--- config.mk ---
export PLATFORM = sky130hd
export DESIGN_NAME = port_c_gpio
export DESIGN_NICKNAME = d
export VERILOG_FILES = /design/src/port_c_pkg.sv /design/src/pin_sync.sv /design/src/port_c_gpio.sv
export SDC_FILE = /design/constraint.sdc
export NUM_CORES = 1
export LEC_CHECK = 0
export BUFFER_PORTS_ARGS = -buffer_cell sky130_fd_sc_hd__buf_4
export CORE_UTILIZATION = 29
export DETAILED_ROUTE_END_ITERATION = 12
export SLEW_MARGIN = 10
export SYNTH_ARGS = -nofsm -noshare
export SYNTH_HDL_FRONTEND = slang
export SYNTH_SLANG_ARGS = --single-unit
--- constraint.sdc ---
create_clock -name clk -period 2 [get_ports clk]
set_input_delay 0.2 -clock clk [delete_from_list [all_inputs] [get_ports clk]]
set_output_delay 0.2 -clock clk [all_outputs]
set_load 0.02 [all_outputs]
--- src/port_c_pkg.sv ---
/*
 * Constants for the third general-purpose port: register map, field
 * positions, reset values and the list of behaviours the block keeps.
 * Assumes a 32-bit AXI4-Lite register bus and one 100 MHz clock.
 */
// Function
// Eight pins, each individually usable as input or output.
// Direction bit one puts the pin driver in high impedance.
// Direction bit zero drives the pin from its output latch bit.
// Latch register is addressable; reading it returns latch, not pins.
// Pin-select bit one places second capture unit on pin 1; default one.
// Enabled peripherals may force pin direction regardless of direction bit.
// After reset all pins are digital inputs.
// Direction register reads back stored contents despite overrides.
// Oscillator enabled: pins 0 and 1 analog, digital I/O off; the data register still reads both pins' levels.
// Pin 0 as input also feeds the secondary timer count input.
// Second capture unit drives pin 1 or captures from it per direction.
// First capture unit drives pin 2 or captures from it per direction.
// Pin 2 carries enhanced PWM channel A; tristates on shutdown if enabled.
// SPI mode drives or receives serial clock on pin 3 per direction.
// Two-wire mode uses pin 3 as clock; input buffer per module setting.
// Pin-select bit zero routes second capture unit to the neighbouring port.
// Data register reads pin levels; writes update the output latch.
// Priority on a pin: oscillator, then peripheral output, then latch.
package port_c_pkg;

    localparam int PORT_WIDTH = 8;
    localparam int ADDR_WIDTH = 5;

    // ****************************************************************
    // Register byte addresses
    // ****************************************************************
    localparam logic [ADDR_WIDTH-1:0] PIN_DATA_ADDR = 5'h00;
    localparam logic [ADDR_WIDTH-1:0] LATCH_ADDR = 5'h04;
    localparam logic [ADDR_WIDTH-1:0] DIRECTION_ADDR = 5'h08;
    localparam logic [ADDR_WIDTH-1:0] CONTROL_ADDR = 5'h0C;

    // ****************************************************************
    // Reset values
    // ****************************************************************
    localparam logic [7:0] DIRECTION_RESET = 8'hFF;
    localparam logic [7:0] LATCH_RESET = 8'h00;
    localparam logic [7:0] CONTROL_RESET = 8'h01;

    // ****************************************************************
    // Control register fields
    // ****************************************************************
    localparam int CTL_WIDTH = 3;
    localparam int CTL_CAPTURE_PIN_SELECT = 0;
    localparam int CTL_SHUTDOWN_TRISTATE = 1;
    localparam int CTL_TWO_WIRE_SMBUS = 2;

    // ****************************************************************
    // Pin positions
    // ****************************************************************
    localparam int PIN_OSC_OUT = 0;
    localparam int PIN_OSC_IN = 1;
    localparam int PIN_CAPTURE2 = 1;
    localparam int PIN_CAPTURE1 = 2;
    localparam int PIN_SERIAL_CLOCK = 3;

    localparam logic [1:0] RESP_OKAY = 2'h0;
    localparam logic [1:0] RESP_SLVERR = 2'h2;

endpackage

--- src/pin_sync.sv ---
/*
 * Two-flip-flop synchroniser for a bus of pin levels.
 * Assumes the pins change without regard to clk.
 */
`timescale 1ns/1ns
`default_nettype none
module pin_sync #(
    parameter int WIDTH = 8
) (
    input wire logic clk,
    input wire logic rstn,
    input wire logic [WIDTH-1:0] async_in,
    output logic [WIDTH-1:0] sync_out
);
    logic [WIDTH-1:0] meta_r;
    logic [WIDTH-1:0] meta_nxt;
    logic [WIDTH-1:0] sync_r;
    logic [WIDTH-1:0] sync_nxt;

    always_comb begin
        meta_nxt = async_in;
        sync_nxt = meta_r;
    end

    always_ff @(posedge clk or negedge rstn) begin
        if (!rstn) begin
            meta_r <= '0;
            sync_r <= '0;
        end else begin
            meta_r <= meta_nxt;
            sync_r <= sync_nxt;
        end
    end

    assign sync_out = sync_r;
endmodule // pin_sync
`default_nettype wire

--- src/port_c_gpio.sv ---
/*
 * Third general-purpose port: direction, latch and pin-read registers
 * behind an AXI4-Lite slave, with peripheral overrides on pins 0 to 3.
 * Assumes peripheral enables and outputs arrive synchronous to clk and
 * that pads resolve pin_o/pin_oe externally.
 */
`timescale 1ns/1ns
`default_nettype none
module port_c_gpio
    import port_c_pkg::*;
#(
    parameter int WIDTH = port_c_pkg::PORT_WIDTH
) (
    input wire logic clk,
    input wire logic rstn,
    // AXI4-Lite slave.
    input wire logic [port_c_pkg::ADDR_WIDTH-1:0] s_axi_awaddr,
    input wire logic s_axi_awvalid,
    output logic s_axi_awready,
    input wire logic [31:0] s_axi_wdata,
    input wire logic [3:0] s_axi_wstrb,
    input wire logic s_axi_wvalid,
    output logic s_axi_wready,
    output logic [1:0] s_axi_bresp,
    output logic s_axi_bvalid,
    input wire logic s_axi_bready,
    input wire logic [port_c_pkg::ADDR_WIDTH-1:0] s_axi_araddr,
    input wire logic s_axi_arvalid,
    output logic s_axi_arready,
    output logic [31:0] s_axi_rdata,
    output logic [1:0] s_axi_rresp,
    output logic s_axi_rvalid,
    input wire logic s_axi_rready,
    // Pads.
    input wire logic [WIDTH-1:0] pin_i,
    output logic [WIDTH-1:0] pin_o,
    output logic [WIDTH-1:0] pin_oe,
    output logic [1:0] osc_analog_en,
    // Peripheral side.
    input wire logic low_freq_osc_en,
    input wire logic capture2_en,
    input wire logic capture2_out,
    output logic capture2_in,
    output logic capture2_alt_sel,
    input wire logic capture1_en,
    input wire logic capture1_out,
    output logic capture1_in,
    input wire logic pwm_a_en,
    input wire logic pwm_a_out,
    input wire logic pwm_shutdown,
    input wire logic spi_en,
    input wire logic spi_clock_out,
    output logic spi_clock_in,
    input wire logic two_wire_en,
    input wire logic two_wire_clock_out,
    input wire logic two_wire_clock_drive,
    output logic two_wire_clock_in,
    output logic two_wire_smbus_levels,
    output logic secondary_timer_count_in
);
    import port_c_pkg::*;

    // ****************************************************************
    // Registers
    // ****************************************************************
    logic [WIDTH-1:0] latch_r;
    logic [WIDTH-1:0] latch_nxt;
    logic [WIDTH-1:0] dir_r;
    logic [WIDTH-1:0] dir_nxt;
    logic [CTL_WIDTH-1:0] ctl_r;
    logic [CTL_WIDTH-1:0] ctl_nxt;
    logic [WIDTH-1:0] pins_sync;
    logic [WIDTH-1:0] eff_dir;
    logic [WIDTH-1:0] eff_out;
    logic [WIDTH-1:0] digital_off;

    // Pin levels are read only after the two synchroniser flops.
    pin_sync #(.WIDTH(WIDTH)) u_sync (
        .clk(clk),
        .rstn(rstn),
        .async_in(pin_i),
        .sync_out(pins_sync)
    );

    // ****************************************************************
    // AXI4-Lite channels
    // ****************************************************************
    logic aw_held_r;
    logic aw_held_nxt;
    logic w_held_r;
    logic w_held_nxt;
    logic [ADDR_WIDTH-1:0] awaddr_r;
    logic [ADDR_WIDTH-1:0] awaddr_nxt;
    logic [31:0] wdata_r;
    logic [31:0] wdata_nxt;
    logic [3:0] wstrb_r;
    logic [3:0] wstrb_nxt;
    logic bvalid_r;
    logic bvalid_nxt;
    logic [1:0] bresp_r;
    logic [1:0] bresp_nxt;
    logic rvalid_r;
    logic rvalid_nxt;
    logic [1:0] rresp_r;
    logic [1:0] rresp_nxt;
    logic [31:0] rdata_r;
    logic [31:0] rdata_nxt;
    logic do_write;
    logic [31:0] rd_word;
    logic rd_hit;

    // An item is refused while it is already held or a response waits,
    // so that one write at most is in flight.
    assign s_axi_awready = !aw_held_r && !bvalid_r;
    assign s_axi_wready = !w_held_r && !bvalid_r;
    assign s_axi_arready = !rvalid_r;
    assign do_write = aw_held_r && w_held_r && !bvalid_r;

    always_comb begin
        aw_held_nxt = aw_held_r;
        w_held_nxt = w_held_r;
        awaddr_nxt = awaddr_r;
        wdata_nxt = wdata_r;
        wstrb_nxt = wstrb_r;
        bvalid_nxt = bvalid_r;
        bresp_nxt = bresp_r;
        latch_nxt = latch_r;
        dir_nxt = dir_r;
        ctl_nxt = ctl_r;
        if (s_axi_awvalid && s_axi_awready) begin
            aw_held_nxt = 1'b1;
            awaddr_nxt = s_axi_awaddr;
        end
        if (s_axi_wvalid && s_axi_wready) begin
            w_held_nxt = 1'b1;
            wdata_nxt = s_axi_wdata;
            wstrb_nxt = s_axi_wstrb;
        end
        if (do_write) begin
            aw_held_nxt = 1'b0;
            w_held_nxt = 1'b0;
            bvalid_nxt = 1'b1;
            bresp_nxt = RESP_OKAY;
            // Byte lane zero carries every field; other lanes are ignored.
            if (wstrb_r[0]) begin
                unique case (awaddr_r)
                    PIN_DATA_ADDR, LATCH_ADDR: begin
                        latch_nxt = wdata_r[WIDTH-1:0];
                    end
                    DIRECTION_ADDR: begin
                        dir_nxt = wdata_r[WIDTH-1:0];
                    end
                    CONTROL_ADDR: begin
                        ctl_nxt = wdata_r[CTL_WIDTH-1:0];
                    end
                    default: begin
                        bresp_nxt = RESP_SLVERR;
                    end
                endcase
            end else if (awaddr_r != PIN_DATA_ADDR && awaddr_r != LATCH_ADDR
                    && awaddr_r != DIRECTION_ADDR
                    && awaddr_r != CONTROL_ADDR) begin
                bresp_nxt = RESP_SLVERR;
            end
        end
        if (bvalid_r && s_axi_bready) begin
            bvalid_nxt = 1'b0;
        end
    end

    // ****************************************************************
    // Read channel
    // ****************************************************************

    always_comb begin
        rd_hit = 1'b1;
        rd_word = '0;
        unique case (s_axi_araddr)
            PIN_DATA_ADDR: rd_word[WIDTH-1:0] = pins_sync;
            LATCH_ADDR: rd_word[WIDTH-1:0] = latch_r;
            DIRECTION_ADDR: rd_word[WIDTH-1:0] = dir_r;
            CONTROL_ADDR: rd_word[CTL_WIDTH-1:0] = ctl_r;
            default: rd_hit = 1'b0;
        endcase
        rvalid_nxt = rvalid_r;
        rresp_nxt = rresp_r;
        rdata_nxt = rdata_r;
        if (s_axi_arvalid && s_axi_arready) begin
            rvalid_nxt = 1'b1;
            rdata_nxt = rd_word;
            rresp_nxt = rd_hit ? RESP_OKAY : RESP_SLVERR;
        end else if (rvalid_r && s_axi_rready) begin
            rvalid_nxt = 1'b0;
        end
    end

    always_ff @(posedge clk or negedge rstn) begin
        if (!rstn) begin
            aw_held_r <= 1'b0;
            w_held_r <= 1'b0;
            awaddr_r <= '0;
            wdata_r <= '0;
            wstrb_r <= '0;
            bvalid_r <= 1'b0;
            bresp_r <= RESP_OKAY;
            latch_r <= LATCH_RESET;
            dir_r <= DIRECTION_RESET;
            ctl_r <= CONTROL_RESET[CTL_WIDTH-1:0];
        end else begin
            aw_held_r <= aw_held_nxt;
            w_held_r <= w_held_nxt;
            awaddr_r <= awaddr_nxt;
            wdata_r <= wdata_nxt;
            wstrb_r <= wstrb_nxt;
            bvalid_r <= bvalid_nxt;
            bresp_r <= bresp_nxt;
            latch_r <= latch_nxt;
            dir_r <= dir_nxt;
            ctl_r <= ctl_nxt;
        end
    end

    // Read channel registers are kept apart from the write side.
    always_ff @(posedge clk or negedge rstn) begin
        if (!rstn) begin
            rvalid_r <= 1'b0;
            rresp_r <= RESP_OKAY;
            rdata_r <= '0;
        end else begin
            rvalid_r <= rvalid_nxt;
            rresp_r <= rresp_nxt;
            rdata_r <= rdata_nxt;
        end
    end

    assign s_axi_bvalid = bvalid_r;
    assign s_axi_bresp = bresp_r;
    assign s_axi_rvalid = rvalid_r;
    assign s_axi_rresp = rresp_r;
    assign s_axi_rdata = rdata_r;

    // ****************************************************************
    // Pin multiplexing
    // ****************************************************************
    logic cap2_here;
    logic pwm_tristate;

    assign cap2_here = ctl_r[CTL_CAPTURE_PIN_SELECT];
    assign pwm_tristate = pwm_a_en && pwm_shutdown
        && ctl_r[CTL_SHUTDOWN_TRISTATE];

    always_comb begin
        eff_dir = dir_r;
        eff_out = latch_r;
        digital_off = '0;
        // Pin 2: enhanced PWM channel A wins over plain compare output.
        if (pwm_a_en) begin
            eff_dir[PIN_CAPTURE1] = pwm_tristate;
            eff_out[PIN_CAPTURE1] = pwm_a_out;
        end else if (capture1_en && !dir_r[PIN_CAPTURE1]) begin
            eff_out[PIN_CAPTURE1] = capture1_out;
        end
        if (cap2_here && capture2_en && !dir_r[PIN_CAPTURE2]) begin
            eff_out[PIN_CAPTURE2] = capture2_out;
        end
        if (spi_en && !dir_r[PIN_SERIAL_CLOCK]) begin
            eff_out[PIN_SERIAL_CLOCK] = spi_clock_out;
        end else if (two_wire_en) begin
            // Open-drain style: driven with two_wire_clock_out only while two_wire_clock_drive is set.
            eff_dir[PIN_SERIAL_CLOCK] = !two_wire_clock_drive;
            eff_out[PIN_SERIAL_CLOCK] = two_wire_clock_out;
        end
        if (low_freq_osc_en) begin
            digital_off[PIN_OSC_OUT] = 1'b1;
            digital_off[PIN_OSC_IN] = 1'b1;
            eff_dir[PIN_OSC_OUT] = 1'b1;
            eff_dir[PIN_OSC_IN] = 1'b1;
        end
    end

    genvar g;
    generate
        for (g = 0; g < WIDTH; g++) begin : g_pad
            assign pin_oe[g] = !eff_dir[g] && !digital_off[g];
            assign pin_o[g] = pin_oe[g] ? eff_out[g] : 1'b0;
        end
    endgenerate

    assign osc_analog_en = {2{low_freq_osc_en}};
    assign capture2_alt_sel = !cap2_here;
    // Peripheral inputs except the two-wire clock read zero while their direction bit is zero.
    assign capture2_in = cap2_here && dir_r[PIN_CAPTURE2]
        && !low_freq_osc_en && pins_sync[PIN_CAPTURE2];
    assign capture1_in = dir_r[PIN_CAPTURE1]
        && pins_sync[PIN_CAPTURE1];
    assign spi_clock_in = dir_r[PIN_SERIAL_CLOCK]
        && pins_sync[PIN_SERIAL_CLOCK];
    assign two_wire_clock_in = pins_sync[PIN_SERIAL_CLOCK];
    assign two_wire_smbus_levels = ctl_r[CTL_TWO_WIRE_SMBUS];
    assign secondary_timer_count_in = dir_r[PIN_OSC_OUT]
        && !low_freq_osc_en && pins_sync[PIN_OSC_OUT];

endmodule // port_c_gpio
`default_nettype wire

==> run metrics <==
Synth Area in XOR/XNOR 0; Avg Synthesized Cell Area 12.9 um2; outcome finished, final reports clean; vias per inst approximately 4.4; slowest CP cell dfstp_2; H-tree depth 3; crit path DAT 1.57 ns; CTS clk-pin slew, worst paths 0.07 ns; HPWL after detailed placement 4600 um; Max-slew headroom 0.459; nets@finish 402; CP Max Fanout 5; Die X between 100 and 150 um; final setup vio count 0; row cnt 35; setup bufs post-CTS 0; worst r2r path cells 3; CP max stage delay 0.56 ns; WP data required 1.80 ns; Yosys reg bits 63; Core Region about 9400 um2; Max Cap Viol 0; post-synthesis mux area share 0.189; GPL Wtd Cong 0.708; DP Area between 3000 and 4000 um2; Hold Path Depth 2; Mapped Cells 222; skew final slightly above 0.01 ns; library cells used by synthesis 35; CTS tree yes; Leak Pwr 1.87 nW; First-pass DRT Iterations 4; Ys Warns 0; worst path cell trace nor2b_1 -> mux2_2 -> o211a_1 -> buf_4; fin crit period between 1.5 and 2 ns; overall power after layout 4.34 mW; CP Capture Type primary output; peak supply drop 0.555 mV; Initial Utilization 0.304; Startpoint Class register; max frequency 564 MHz; clock buffer count from CTS 9; first-pass GRT wire length 10,300 um; Avg WL per Cell approximately 14 um; Netlist Area Pre-Place approximately 2900 um2; Hold Path Class in2reg; Ports 140; Via Count 2,043; die area 10,300 um2; ant diodes 0; Tcrit/Tclk final 0.886; Final WS setup 0.228 ns; main combinational cell family by area after synthesis multiplexers; PD cells between 1000 and 1500 nW/um2; Global Route Usage Sum 0.136; WS Path Type reg2out; clock latency on the worst-skew pair 0.34 ns; fraction of layout cells with a size suffix above 1 0.486; Seq/Total Area, Yosys 0.554; Hold WS 0.0442 ns; Synth Area in Adders 0; initial antenna violation count 0; clock tree sinks 63; Fin. Hold Viols 0; Detail Route Antenna Nets 0; Setup WS pre-CTS between 0.2 and 0.25 ns; complex-gate fraction of the synthesized area 0.0738; fin area 3880 um2; Post-Route WL 6380 um; number of global-route vias before repair approximately 2,000; Clock Tree Buf Depth 2; DRC 0; Max Transition Viols Final 0; grt ovf 0; IO buf count between 80 and 90; Final TNS setup 0 ns; pin count of the biggest net entering global routing 64; Iter 0 DRT Violations 38; Worst-Margin Slew 0.811 ns; P&R area growth vs syn 35.5%; DIE HEIGHT 101 um; RSZ-0062 raised after global routing no; clock root cell clkbuf_8; Synth Area in Simple Gates 0.0900
critical path: cells and delay by family, from the launching register on:
family | cells | cell delay [ns]
flip-flops | 1 | 0.56
AO/OA/AOI/OAI | 1 | 0.20
AND/OR/NAND/NOR | 1 | 0.06
buffers and inverters | 1 | 0.15
multiplexers | 1 | 0.26
final timing paths:
kind | slack [ns] | to | from
max | 0.23 | pin_o[2] | dir_r[2]
min | 0.04 | s_axi_rvalid | s_axi_rready
max reg2reg | 0.23 | ctl_r[2] | awaddr_r[1]
min reg2reg | 0.35 | u_sync.sync_out[7] | u_sync.meta_r[7]
max in group asynchronous | 0.96 | u_sync.sync_out[4] | rstn
min in group asynchronous | 0.48 | u_sync.meta_r[3] | rstn
layout make-up:
cell class / count / area [um2]
Inverter: 10 / 37.5
Tap cell: 129 / 161
Fill cell: 900 / 5530
Timing Repair Buffer: 102 / 788
Multi-Input combinational cell: 142 / 1110
Clock buffer: 11 / 141
Sequential cell: 63 / 1590
Clock inverter: 5 / 57.6
placed cells by master, fill, tap and decap left out, types with 5 or more instances in the layout:
cell and count:
dlygate4sd3_1 9, dfrtp_1 54, a22o_1 8, nor2b_1 8
dfstp_2 9, mux2_2 37, clkbuf_8 10, a32o_1 5
and2_1 5, nor2_1 6, inv_1 10, buf_4 93
mux2i_1 8, conb_1 26, nand2_1 6
per-layer routing:
metal / routed length, um / up-vias / track usage
met5: 0 / - / 0
met4: 105 / 0 / 0.0658
li1: - / 947 / -
met3: 383 / 11 / 0.0338
met2: 3050 / 83 / 0.218
met1: 2840 / 1002 / 0.173
kinds of logic after synthesis:
family	after synthesis
muxes	48
other	1
AOI/OAI and AO/OA	27
buffers and inverters	42
and+or+nand+nor	41
DFF	63
flip-flops by register name, indices dropped and copies added, names as in the netlist:
signal	flops
dir_r	8
awaddr_r	5
s_axi_bvalid	1
wdata_r	8
s_axi_bresp	1
wstrb_r	1
w_held_r	1
s_axi_rdata	8
ctl_r	3
u_sync.meta_r	8
aw_held_r	1
latch_r	8
s_axi_rresp	1
s_axi_rvalid	1
u_sync.sync_out	8
where the power goes:
| part | internal [mW] | switching (mW) |
|---|---|---|
| clock network | 0.610 | 0.493 |
| registers | 1.63 | 0.284 |
| logic | 0.697 | 0.622 |
| total | 2.94 | 1.40 |
per-stage QoR:
| stage | std cells | utilization |
|---|---|---|
| after floorplan | 247 | - |
| after global placement | 437 | 0.382 |
| after detailed placement | 437 | 0.382 |
| after CTS | 462 | 0.412 |
| after global routing | 462 | 0.412 |
| final | 462 | 0.412 |
Yosys cell counts (all sizes together):
library cell  instances  share of area
mux2i                 8          0.028
dfstp                 9          0.083
a32o                  5          0.017
inv                  10          0.013
a21oi                 2         0.0035
a22o                  8          0.024
nand2b                3         0.0066
clkbuf                3         0.0039
nand3                 1         0.0017
a211oi                1         0.0026
a31oi                 2         0.0044
nand2                 6         0.0079
o211a                 2         0.0070
o21ai                 3         0.0052
o22ai                 3         0.0066
mux2                 40           0.16
nand4b                1         0.0031
nor2                  6         0.0079
nor3                  4         0.0087
nor4                  2         0.0096
or4b                  1         0.0035
a21o                  1         0.0026
conb                  1         0.0013
buf                  29          0.075
or4                   2         0.0066
and2                  5          0.011
nor2b                 8          0.017
dfrtp                54           0.47
or3                   2         0.0061
repair_timing:
| action | in CTS | in global routing |
|---|---|---|
| hold buffers | 9 | 0 |
| resized for setup | 0 | 0 |
| hold endpoints to repair | 62 | 0 |
Note: power is estimated with default switching activity, not from simulation.
